==> src/sleep_pkg.sv <==
`default_nettype none

package sleep_pkg;

  // ****************************************************************
  // Register map
  // ****************************************************************
  localparam int          APB_ADDR_W        = 8;
  localparam logic [7:0]  SLEEP_CONTROL_OFF = 8'h00;
  localparam logic [7:0]  SLEEP_STATUS_OFF  = 8'h04;
  localparam logic [2:0]  SLEEP_CONTROL_RST = 3'h0;
  localparam int          SEN_BIT           = 0;
  localparam int          MODE_LSB          = 1;
  localparam int          MODE_MSB          = 2;
  localparam int          CONTROL_W         = 3;

  // ****************************************************************
  // Sleep mode codes and fuse values
  // ****************************************************************
  localparam logic [1:0]  MODE_IDLE         = 2'h0;
  localparam logic [1:0]  MODE_STANDBY      = 2'h1;
  localparam logic [1:0]  MODE_POWER_DOWN   = 2'h2;
  localparam logic [1:0]  BOD_WAIT_CFG      = 2'h3;

  // ****************************************************************
  // Timing
  // ****************************************************************
  localparam int          WAKE_CLK_CYCLES   = 6;

  // ****************************************************************
  // Standby wake sources gated by their run-in-standby setting
  // ****************************************************************
  localparam int          WK_RTC            = 0;
  localparam int          WK_CUSTOM         = 1;
  localparam int          WK_TIMER_B        = 2;
  localparam int          WK_ADC_WINDOW     = 3;
  localparam int          WK_COMPARATOR     = 4;
  localparam int          WK_UART_SOF       = 5;
  localparam int          N_SBY_WAKE        = 6;

  typedef enum logic [4:0]
  {
    ST_ACTIVE     = 5'h01,
    ST_IDLE       = 5'h02,
    ST_STANDBY    = 5'h04,
    ST_POWER_DOWN = 5'h08,
    ST_WAKING     = 5'h10
  } sleep_state_t;

endpackage

`default_nettype wire

==> src/wake_timer_if.sv <==
`timescale 1ns/10ps
`default_nettype none

interface wake_timer_if;
  logic start;
  logic need_osc;
  logic need_bod;
  logic osc_ready;
  logic bod_ready;
  logic done;

  modport ctrl
  (
    output start,
    output need_osc,
    output need_bod,
    output osc_ready,
    output bod_ready,
    input  done
  );

  modport timer
  (
    input  start,
    input  need_osc,
    input  need_bod,
    input  osc_ready,
    input  bod_ready,
    output done
  );
endinterface

`default_nettype wire

==> src/wake_timer.sv <==
`timescale 1ns/10ps
`default_nettype none

module wake_timer
  import sleep_pkg::*;
#(
  parameter int WAKE_CYCLES = WAKE_CLK_CYCLES,
  parameter int CNT_W       = 3
)
(
  // Clock and reset.
  input  wire logic       clk,
  input  wire logic       arst_n,
  // Control side.
  wake_timer_if.timer     tif
);

  localparam logic [CNT_W-1:0] LAST = CNT_W'(WAKE_CYCLES - 1);

  logic             busy;
  logic             next_busy;
  logic             osc_wait;
  logic             next_osc_wait;
  logic             bod_wait;
  logic             next_bod_wait;
  logic [CNT_W-1:0] count;
  logic [CNT_W-1:0] next_count;
  logic             count_end;

  // The count only runs once the oscillator is up.
  assign count_end = busy && !osc_wait && (count == LAST);
  // A slow brown-out detector stretches the wake time.
  assign tif.done  = count_end && (!bod_wait || tif.bod_ready);

  always_comb
  begin
    next_busy     = busy;
    next_osc_wait = osc_wait;
    next_bod_wait = bod_wait;
    next_count    = count;
    if (tif.start)
    begin
      next_busy     = 1'b1;
      next_count    = '0;
      next_osc_wait = tif.need_osc;
      next_bod_wait = tif.need_bod;
    end
    else if (busy)
    begin
      if (osc_wait)
      begin
        if (tif.osc_ready)
        begin
          next_osc_wait = 1'b0;
        end
      end
      else if (tif.done)
      begin
        next_busy = 1'b0;
      end
      else if (count != LAST)
      begin
        next_count = count + 1'b1;
      end
    end
  end

  always_ff @(posedge clk or negedge arst_n)
  begin
    if (!arst_n)
    begin
      busy     <= 1'b0;
      osc_wait <= 1'b0;
      bod_wait <= 1'b0;
      count    <= '0;
    end
    else
    begin
      busy     <= next_busy;
      osc_wait <= next_osc_wait;
      bod_wait <= next_bod_wait;
      count    <= next_count;
    end
  end

endmodule

`default_nettype wire

==> src/sleep_controller.sv <==
// Register access over APB is this design's own decision.
`timescale 1ns/10ps
`default_nettype none

module sleep_controller
  import sleep_pkg::*;
#(
  parameter int N_PERIPH = 8
)
(
  // Clock and reset.
  input  wire logic                  CORE_CLK,
  input  wire logic                  ARST_N,
  // APB slave.
  input  wire logic                  PSEL,
  input  wire logic                  PENABLE,
  input  wire logic                  PWRITE,
  input  wire logic [APB_ADDR_W-1:0] PADDR,
  input  wire logic [31:0]           PWDATA,
  output logic      [31:0]           PRDATA,
  output logic                       PREADY,
  output logic                       PSLVERR,
  // CPU side.
  input  wire logic                  SLEEP_EXEC,
  input  wire logic                  IRQ_ANY,
  input  wire logic                  DEBUG_BREAK,
  output logic                       CPU_CLK_EN,
  output logic                       WAKE_RESUME,
  // Wake sources.
  input  wire logic                  WAKE_PIN,
  input  wire logic                  WAKE_PIT,
  input  wire logic                  WAKE_VLM,
  input  wire logic                  WAKE_TWI,
  input  wire logic [N_SBY_WAKE-1:0] WAKE_SBY,
  input  wire logic [N_SBY_WAKE-1:0] SBY_RUN,
  input  wire logic                  CUSTOM_CLOCKLESS,
  // Peripheral clock gating.
  input  wire logic [N_PERIPH-1:0]   PERIPH_RUN_IN_STANDBY,
  output logic      [N_PERIPH-1:0]   PERIPH_CLK_EN,
  // Oscillators and brown-out detector.
  input  wire logic                  MAIN_OSC_RUN_IN_STANDBY,
  input  wire logic                  OSC_READY,
  input  wire logic                  ULP_REQ,
  input  wire logic                  RTC_CLK_REQ,
  input  wire logic [1:0]            BOD_ACTIVE_CFG,
  input  wire logic                  BOD_READY,
  output logic                       MAIN_OSC_EN,
  output logic                       ULP_OSC_EN,
  output logic                       RTC_CLK_EN
);

  // ****************************************************************
  // Helpers
  // ****************************************************************

  // The main oscillator is stopped in Standby when nothing asks for it.
  function automatic logic main_osc_off(sleep_state_t st, logic keep);
    main_osc_off = 1'b0;
    case (st)
      ST_STANDBY:    main_osc_off = !keep;
      ST_POWER_DOWN: main_osc_off = 1'b1;
      default:       main_osc_off = 1'b0;
    endcase
  endfunction

  function automatic logic is_sleeping(sleep_state_t st);
    is_sleeping = (st == ST_IDLE) || (st == ST_STANDBY) ||
                  (st == ST_POWER_DOWN);
  endfunction

  // ****************************************************************
  // Declarations
  // ****************************************************************

  sleep_state_t          state;
  sleep_state_t          next_state;
  logic [CONTROL_W-1:0]  control;
  logic [CONTROL_W-1:0]  next_control;
  logic [31:0]           next_prdata;
  logic                  next_cpu_clk_en;
  logic                  next_wake_resume;
  logic [N_PERIPH-1:0]   next_periph_clk_en;
  logic                  next_main_osc_en;
  logic                  next_ulp_osc_en;
  logic                  next_rtc_clk_en;
  logic                  hit_ctrl;
  logic                  hit_status;
  logic                  osc_keep;
  logic                  sby_wake;
  logic                  pd_wake;
  logic                  wake;
  logic [1:0]            mode;

  wake_timer_if tif();

  // ****************************************************************
  // Register bus
  // ****************************************************************

  assign hit_ctrl   = (PADDR == SLEEP_CONTROL_OFF);
  assign hit_status = (PADDR == SLEEP_STATUS_OFF);
  assign PREADY     = 1'b1;
  assign PSLVERR    = PSEL && PENABLE && !hit_ctrl && !hit_status;

  always_comb
  begin
    next_control = control;
    next_prdata  = PRDATA;
    // Read data is caught in the setup cycle, so no wait state is needed.
    if (PSEL && !PENABLE)
    begin
      if (hit_ctrl)
      begin
        next_prdata = {29'h0000000, control};
      end
      else if (hit_status)
      begin
        next_prdata = {27'h0000000, state};
      end
      else
      begin
        next_prdata = 32'h00000000;
      end
    end
    if (PSEL && PENABLE && PWRITE && hit_ctrl)
    begin
      next_control = PWDATA[CONTROL_W-1:0];
    end
  end

  // The control value survives sleep; only a reset or a bus write changes it.
  always_ff @(posedge CORE_CLK or negedge ARST_N)
  begin
    if (!ARST_N)
    begin
      control <= SLEEP_CONTROL_RST;
      PRDATA  <= 32'h00000000;
    end
    else
    begin
      control <= next_control;
      PRDATA  <= next_prdata;
    end
  end

  // ****************************************************************
  // Wake decoding
  // ****************************************************************

  assign mode     = control[MODE_MSB:MODE_LSB];
  assign osc_keep = MAIN_OSC_RUN_IN_STANDBY || (|PERIPH_RUN_IN_STANDBY) || (|SBY_RUN);
  assign sby_wake = WAKE_PIN || WAKE_PIT || WAKE_VLM || WAKE_TWI ||
                    (|(WAKE_SBY & SBY_RUN));
  assign pd_wake  = WAKE_PIN || WAKE_PIT || WAKE_VLM || WAKE_TWI ||
                    (WAKE_SBY[WK_CUSTOM] && CUSTOM_CLOCKLESS);

  always_comb
  begin
    wake = 1'b0;
    case (state)
      ST_IDLE:       wake = IRQ_ANY || sby_wake || (|WAKE_SBY);
      ST_STANDBY:    wake = sby_wake;
      ST_POWER_DOWN: wake = pd_wake;
      default:       wake = 1'b0;
    endcase
    // A debug break wakes any sleep mode, pending interrupt or not.
    if (is_sleeping(state) && DEBUG_BREAK)
    begin
      wake = 1'b1;
    end
  end

  // ****************************************************************
  // Wake timer
  // ****************************************************************

  assign tif.start     = is_sleeping(state) && wake;
  assign tif.need_osc  = main_osc_off(state, osc_keep);
  assign tif.need_bod  = (BOD_ACTIVE_CFG == BOD_WAIT_CFG);
  assign tif.osc_ready = OSC_READY;
  assign tif.bod_ready = BOD_READY;

  wake_timer #(
    .WAKE_CYCLES (WAKE_CLK_CYCLES),
    .CNT_W       (3)
  ) u_wake_timer (
    .clk    (CORE_CLK),
    .arst_n (ARST_N),
    .tif    (tif)
  );

  // ****************************************************************
  // Sleep state machine and clock gating
  // ****************************************************************

  // Debug has no effect on this machine apart from the break wake.
  always_comb
  begin
    next_state       = state;
    next_wake_resume = 1'b0;
    case (state)
      ST_ACTIVE:
      begin
        // The enable bit is sampled only at the sleep instruction.
        if (SLEEP_EXEC && control[SEN_BIT])
        begin
          case (mode)
            MODE_IDLE:       next_state = ST_IDLE;
            MODE_STANDBY:    next_state = ST_STANDBY;
            MODE_POWER_DOWN: next_state = ST_POWER_DOWN;
            default:         next_state = ST_ACTIVE;
          endcase
        end
      end
      ST_IDLE, ST_STANDBY, ST_POWER_DOWN:
      begin
        if (wake)
        begin
          next_state = ST_WAKING;
        end
      end
      ST_WAKING:
      begin
        if (tif.done)
        begin
          next_state       = ST_ACTIVE;
          // The CPU takes its interrupt, then resumes after the sleep.
          next_wake_resume = 1'b1;
        end
      end
      default:
      begin
        next_state = ST_ACTIVE;
      end
    endcase
  end

  // Gates follow the next state so that they change with the state.
  always_comb
  begin
    next_cpu_clk_en    = (next_state == ST_ACTIVE);
    next_periph_clk_en = {N_PERIPH{1'b1}};
    next_main_osc_en   = !main_osc_off(next_state, osc_keep);
    next_ulp_osc_en    = 1'b1;
    next_rtc_clk_en    = 1'b1;
    case (next_state)
      ST_STANDBY:
      begin
        next_periph_clk_en = PERIPH_RUN_IN_STANDBY;
        next_rtc_clk_en    = SBY_RUN[WK_RTC] || RTC_CLK_REQ;
      end
      ST_POWER_DOWN:
      begin
        next_periph_clk_en = {N_PERIPH{1'b0}};
        next_ulp_osc_en    = ULP_REQ;
        next_rtc_clk_en    = RTC_CLK_REQ;
      end
      default:
      begin
        next_periph_clk_en = {N_PERIPH{1'b1}};
      end
    endcase
  end

  // A reset in any sleep mode lands straight in the active state.
  always_ff @(posedge CORE_CLK or negedge ARST_N)
  begin
    if (!ARST_N)
    begin
      state         <= ST_ACTIVE;
      CPU_CLK_EN    <= 1'b1;
      WAKE_RESUME   <= 1'b0;
      PERIPH_CLK_EN <= {N_PERIPH{1'b1}};
      MAIN_OSC_EN   <= 1'b1;
      ULP_OSC_EN    <= 1'b1;
      RTC_CLK_EN    <= 1'b1;
    end
    else
    begin
      state         <= next_state;
      CPU_CLK_EN    <= next_cpu_clk_en;
      WAKE_RESUME   <= next_wake_resume;
      PERIPH_CLK_EN <= next_periph_clk_en;
      MAIN_OSC_EN   <= next_main_osc_en;
      ULP_OSC_EN    <= next_ulp_osc_en;
      RTC_CLK_EN    <= next_rtc_clk_en;
    end
  end

endmodule

`default_nettype wire

==> config.mk <==
export PLATFORM = sky130hd
export DESIGN_NAME = sleep_controller
export DESIGN_NICKNAME = d
export VERILOG_FILES = /design/src/sleep_pkg.sv /design/src/wake_timer_if.sv /design/src/wake_timer.sv /design/src/sleep_controller.sv
export SDC_FILE = /design/constraint.sdc
export NUM_CORES = 1
export LEC_CHECK = 0
export BUFFER_PORTS_ARGS = -buffer_cell sky130_fd_sc_hd__buf_4
export CORE_MARGIN = 3
export CORE_UTILIZATION = 38
export CTS_BUF_LIST = sky130_fd_sc_hd__clkbuf_16
export CTS_CLUSTER_SIZE = 10
export DETAILED_ROUTE_END_ITERATION = 8
export PLACE_DENSITY = 0.79
export REMOVE_ABC_BUFFERS = 1
export SLEW_MARGIN = 40
export SYNTH_ARGS = -nofsm -noshare
export SYNTH_HDL_FRONTEND = slang
export SYNTH_SLANG_ARGS = --single-unit
==> constraint.sdc <==
create_clock -name CORE_CLK -period 2 [get_ports CORE_CLK]
set_input_delay 0.1 -clock CORE_CLK [delete_from_list [all_inputs] [get_ports CORE_CLK]]
set_output_delay 0.1 -clock CORE_CLK [all_outputs]
set_load 0.01 [all_outputs]
==> flow_summary.toml, run 1 <==
[yosys]
netlist_area_mm2 = 0.001877
yosysWarnings = 0
synth_cell_types = 44
avgSynthCellArea_um2 = 9.724
synth.ff_latch_count = 32
synthTopCellsByCount = "buf_4 (28), dfrtp_1 (19), inv_1 (16), nand2_1 (16), o21ai_0 (14)"
synth_top_area_share_pct = 25.33
ys_top_cells_by_area = "dfrtp_1 (25%), dfstp_2 (18%), buf_4 (11%)"
synth-seq-area-share_pct = 43.53
synth_edf_count = 0
synth_cells = 193
ys.flop_type = "dfrtp_1"
synth_top_area_cell = "dfrtp_1"
yosysMostFrequentCell = "buf_4"
ys_async_sr_fraction_pct = 100.0

[timing]
period_share_pct = 98.03
holdWs_ns = 0.01599
fin_ws_ns = 0.03938
fmax_mhz = 510.0
setup_violations = 0
finalHoldViolCount = 0
final.setup.tns_ns = 0
fin_worst_skew_ns = 0.006740
maxSlewViolCount = 0
period_needed_ns = 1.961

[floorplan]
initial_core_util_pct = 41.12
core_area_mm2 = 0.004564
num_rows = 24
die_h_um = 76.28
die_w_um = 76.28
dieArea_mm2 = 0.005818
ioPinCount = 127

[clocking]
cts_tree = "yes"
clock_latency_ns = 0.27
htree_levels = 2
cts_buffer_depth = 2
clkSlewWorstSetupHoldPaths_ns = 0.05
cts.sinks = 32
cts_root_buffer = "clkbuf_16"
cts_buffers = 5

[global_routing]
grt_pass1_vias = 1616
track_usage_pct = 16.04
grt_pass1_wl_mm = 7.700
grt-ovfl-total = 0
grt_antenna_before_repair = 0
grt_max_degree = 33

[detailed_routing]
wl_mm = 4.509
dr_total_vias = 1639
drt_pass1_iterations = 4
wl_per_cell_um = 13.03
vias_per_cell = 4.737
drt_iter0_drc = 52
drcViolationCount = 0
final_antenna_net_count = 0

[worst_setup_path]
worstReg2RegStart = "state[2]$_DFF_PN0_"
cp.arrival_ns = 2.17
worstPathRequired_ns = 2.20
critPathLaunch = "state[2]$_DFF_PN0_"
timing.rr.end = "MAIN_OSC_EN$_DFF_PN1_"
end_kind = "flop"
worst_path_most_repeated_cell = "buf_4"
cpPeakStageDelay_ns = 0.46
cp_max_fo = 3
r2r_slack_ns = 0.04
r2r_cells = 7
crit_chain = "or3_1, a2111oi_4, buf_4, nor3_1, buf_4, a22o_1, o21ai_2"
slowest_stage = "or3_1"
crit_type = "reg2reg"
cp-start-kind = "flop"
path_delay_family = "compound AO/OA/AOI/OAI gates"
crit_buf_inv = 2

[place]
placed_cells = 336
dp.final_hpwl_mm = 3.425
io_buffers = 69
dp_slack_ns = -0.04909
gp_congestion = 0.8849

[min_path]
hold_path_class = "in2reg"
hold_start = "ULP_REQ"
hold_depth = 2
worstHoldEndpoint = "ULP_OSC_EN$_DFF_PN1_"

[cells_and_area]
multi_input_area_um2 = 934.6
nFillCells = 412
fin_cells = 346
seqCellArea_um2 = 817.0
fin_nets = 362
area_delta_synth_final_pct = 43.87
layout-drive-gt1-share_pct = 44.13
antenna_cells = 0

[power_and_ir_drop]
powerDensity_mw_per_mm2 = 646.9
leakagePower_nw = 1.288
ir_drop_uv = 327.8

[flow_run]
cap_viol_max_count = 0

[outcome]
status = "finished clean"
## sequential cells by signal, indices dropped and copies added (netlist names), 3 cells and up
register,flops
PRDATA,5
state,5
u_wake_timer.count,3
control,3
PERIPH_CLK_EN,8
## worst register-to-register path, delay by kind of cell (launching register included)
kind	cells	cell delay [ns]
flip-flops	1	0.38
AND/OR/NAND/NOR	2	0.51
buffers and inverters	2	0.32
AO/OA/AOI/OAI	3	0.69
## stage by stage
| stage | power (mW) | area [um^2] | util [%] |
|---|---|---|---|
| global route | 1.827 | 2700 | 59.16 |
| finish | 1.747 | 2700 | 59.16 |
| floorplan | 0.8917 | 1719 | - |
| global placement | 1.017 | 2459 | 53.87 |
| CTS | 1.763 | 2674 | 58.58 |
| detailed placement | 1.033 | 2459 | 53.87 |
## worst max-delay path by stage
stage	to	slack (ns)	depth (start not counted)
after detailed placement	PERIPH_CLK_EN[0]$_DFF_PN1_	-0.05	5
after floorplan	PERIPH_CLK_EN[0]$_DFF_PN1_	-0.26	5
after global routing	MAIN_OSC_EN$_DFF_PN1_	-0.02	7
after CTS	PERIPH_CLK_EN[0]$_DFF_PN1_	0.002	6
after global placement	PERIPH_CLK_EN[6]$_DFF_PN1_	-0.09	7
final	MAIN_OSC_EN$_DFF_PN1_	0.04	7
## placed cells by master, fill, tap and decap left out, drive strengths merged, types with 4 or more instances in the layout
| cell | instances |
|---|---|
| inv | 16 |
| nand3 | 4 |
| dfrtp | 19 |
| o21ai | 15 |
| buf | 86 |
| clkbuf | 5 |
| nand2 | 16 |
| conb | 28 |
| nor4 | 7 |
| o211ai | 4 |
| o31ai | 5 |
| dfstp | 13 |
| nor3 | 5 |
| nand4 | 5 |
| nor2 | 6 |
## power by group
part           internal (mW)  leakage [nW]  total [mW]  switching (mW)
logic                  0.147         0.824       0.297           0.150
clock network          0.451        0.0710       0.715           0.265
registers              0.700         0.393       0.735          0.0352
total                   1.30          1.29        1.75           0.450
## cells by family (layout without fill, tap and decap cells)
logic type      after synthesis  count (layout)  synth area share, %
mux                           6               6                3.400
simple gates                 56              56                15.73
compound gates               40              41                16.47
fa+ha+maj                     2               2                1.333
buf+inv                      50             111                16.80
xor+xnor                      5               5                2.334
other cells                   2              28               0.4001
flops                        32              32                43.53
## layout make-up
class | instances | share of cell area [%]
multi-input combinational | 138 | 34.62
sequential | 32 | 30.26
timing repair buffer | 87 | 24.75
clock buffer | 5 | 4.634
tap | 65 | 3.012
inverter | 16 | 2.224
clock inverter | 3 | 0.5097
## metal layers
metal,global-route usage [%],wire length [um],vias to the layer above
met1,19.52,1906,756
met4,3.804,34,0
li1,-,-,804
met5,0,0,-
met2,27.50,2176,76
met3,5.201,392,3
## timing repair
action	in CTS	in global routing
buffers inserted	0	0
gates cloned	1	0
endpoints found under the setup margin	12	15
hold buffers	1	0
pin swaps	3	2
gates resized for setup	7	4
hold endpoints to repair	19	0
Power figures use the tool's default switching activity.
==> inputs of run 2 (changes only) <==
- GPL_TIMING_DRIVEN: default -> 0
==> run 2 against run 1 <==
Compared with the run above: the flow now finishes with violations (negative setup slack); critical endpoint is now PERIPH_CLK_EN[0]$_DFF_PN1_; combinational power is essentially flat; sequential cell count did not move; worst setup slack worse by 0.042 ns; sequential power hardly changed.
==> flow_summary.toml, run 2 (synthesis results as in run 1) <==
[cells_and_area]
layout_common_cells = "buf_4 (76), conb_1 (28), dfrtp_1 (16), inv_1 (16), nand2_1 (16)"
seqCellArea_um2 = 820.8
fin_nets = 352
layout-drive-gt1-share_pct = 45.02
reg_top3 = "PERIPH_CLK_EN: 8 flops, PRDATA: 5 flops, state: 5 flops"
largest_register_ffs = 8
multi_input_area_um2 = 982.2
area_delta_synth_final_pct = 41.93
final_common_cell = "buf_4"
antenna_cells = 0
largest-register = "PERIPH_CLK_EN"
final_area_mm2 = 0.002664
fin_util_pct = 58.36
fin_cells = 336
nFillCells = 419

[worst_setup_path]
path_delay_family = "simple AND/OR/NAND/NOR gates"
worst_path_most_repeated_cell = "buf_4"
end_kind = "flop"
r2r_cells = 7
worstPathRequired_ns = 2.19
crit_type = "reg2reg"
cp_max_fo = 10
cp.arrival_ns = 2.19
slowest_stage = "dfrtp_1"
cp-start-kind = "flop"
crit_buf_inv = 2
path_depth = 7
cpPeakStageDelay_ns = 0.40
crit_chain = "buf_4, nor2_2, o211a_1, o211ai_1, nor4bb_4, buf_4, o21ai_0"

[floorplan]
die_h_um = 76.28
core_area_mm2 = 0.004564
ioPinCount = 127
num_rows = 24
initial_core_util_pct = 41.12
die_w_um = 76.28
dieArea_mm2 = 0.005818

[min_path]
hold_path_class = "in2reg"
hold_depth = 2

[timing]
holdWs_ns = 0.01864
fmax_mhz = 499.3
fin_worst_skew_ns = 0.003582
slew_headroom_pct = 57.08
period_share_pct = 100.1
maxSlewViolCount = 0
final.setup.tns_ns = -0.002739
tightest_slew_ns = 0.6276
finalHoldViolCount = 0
setup_violations = 1
fin_ws_ns = -0.002739
period_needed_ns = 2.003

[place]
gp_congestion = 0.8002
placed_cells = 319
io_buffers = 69
dp.final_hpwl_mm = 3.373
post_dp_cell_area_mm2 = 0.002333

[detailed_routing]
drt_iter0_drc = 87
wl_mm = 4.819
vias_per_cell = 4.887
drt_pass1_iterations = 4
dr_total_vias = 1642
drcViolationCount = 0
final_antenna_net_count = 0
wl_per_cell_um = 14.34

[global_routing]
grt_pass1_vias = 1658
grt-ovfl-total = 0
grt_pass1_wl_mm = 7.679
grt_antenna_before_repair = 0
track_usage_pct = 16.35
grt_max_degree = 33

[clocking]
htree_levels = 2
clock_latency_ns = 0.27
cts.sinks = 32
cts_buffer_depth = 2
cts_tree = "yes"
cts_root_buffer = "clkbuf_16"
clkSlewWorstSetupHoldPaths_ns = 0.05
cts_buffers = 5

[power_and_ir_drop]
ir_drop_uv = 312.2
powerDensity_mw_per_mm2 = 650.2
leakagePower_nw = 1.245

[outcome]
status = "complete, but fails checks"
violations = "negative setup slack"

[flow_run]
cap_viol_max_count = 0
==> run 2: cell count changes in the layout (fill, tap and decap cells not counted), moves of 2 or more <==
cell,before,now
nor3_1,5,3
dfrtp_2,0,3
dfrtp_1,19,16
buf_4,85,76
==> run 2: power by group <==
part	total [mW]	internal, mW	switching (mW)
clock network	0.705	0.451	0.254
logic	0.294	0.143	0.150
registers	0.733	0.700	0.0333
==> run 2: worst paths after layout <==
path / start / slack [ns] / end
worst max register to register: state[4]$_DFF_PN0_ / -0.003 / PERIPH_CLK_EN[0]$_DFF_PN1_
max in group asynchronous: ARST_N / 1.37 / state[0]$_DFF_PN1_
worst max-delay path: state[4]$_DFF_PN0_ / -0.003 / PERIPH_CLK_EN[0]$_DFF_PN1_
worst min-delay path: ULP_REQ / 0.02 / ULP_OSC_EN$_DFF_PN1_
worst min register to register: PRDATA[0]$_DFFE_PN0P_ / 0.48 / PRDATA[0]$_DFFE_PN0P_
min in group asynchronous: ARST_N / 0.30 / u_wake_timer.count[2]$_DFFE_PN0P_
==> run 2: metrics by stage <==
stage               total power [mW]  setup slack, ns
floorplan                     0.8917          -0.2602
global placement               1.014          -0.8397
detailed placement             1.029          -0.3266
CTS                            1.756          0.02852
global route                   1.823         -0.04418
finish                         1.732        -0.002739
==> run 2: worst register-to-register path: stages (launching register included) <==
cell and delay, ns:
dfrtp_1 0.40, buf_4 0.17, nor2_2 0.26, o211a_1 0.28, o211ai_1 0.17, nor4bb_4 0.31
buf_4 0.22, o21ai_0 0.11
==> run 2: layout make-up <==
| type | count | area share [%] |
|---|---|---|
| clock buffer | 5 | 4.697 |
| clock inverter | 3 | 0.5167 |
| inverter | 16 | 2.255 |
| multi-input combinational | 138 | 36.87 |
| sequential | 32 | 30.81 |
| tap | 65 | 3.053 |
| timing repair buffer | 77 | 21.79 |
==> run 2: repair_timing <==
action,CTS,global route
setup endpoints to repair,20,14
hold buffers,1,0
resized for setup,11,10
pin swaps,4,1
endpoints found under the hold margin,19,0
gates cloned,1,0
setup buffers,6,1
==> run 2: per-layer routing <==
layer / global-route usage, % / up-vias / routed length, um
met5: 0 / - / 0
met4: 8.514 / 0 / 121
met3: 5.201 / 13 / 452
met2: 27.94 / 89 / 2414
met1: 18.12 / 762 / 1830
li1: - / 778 / -
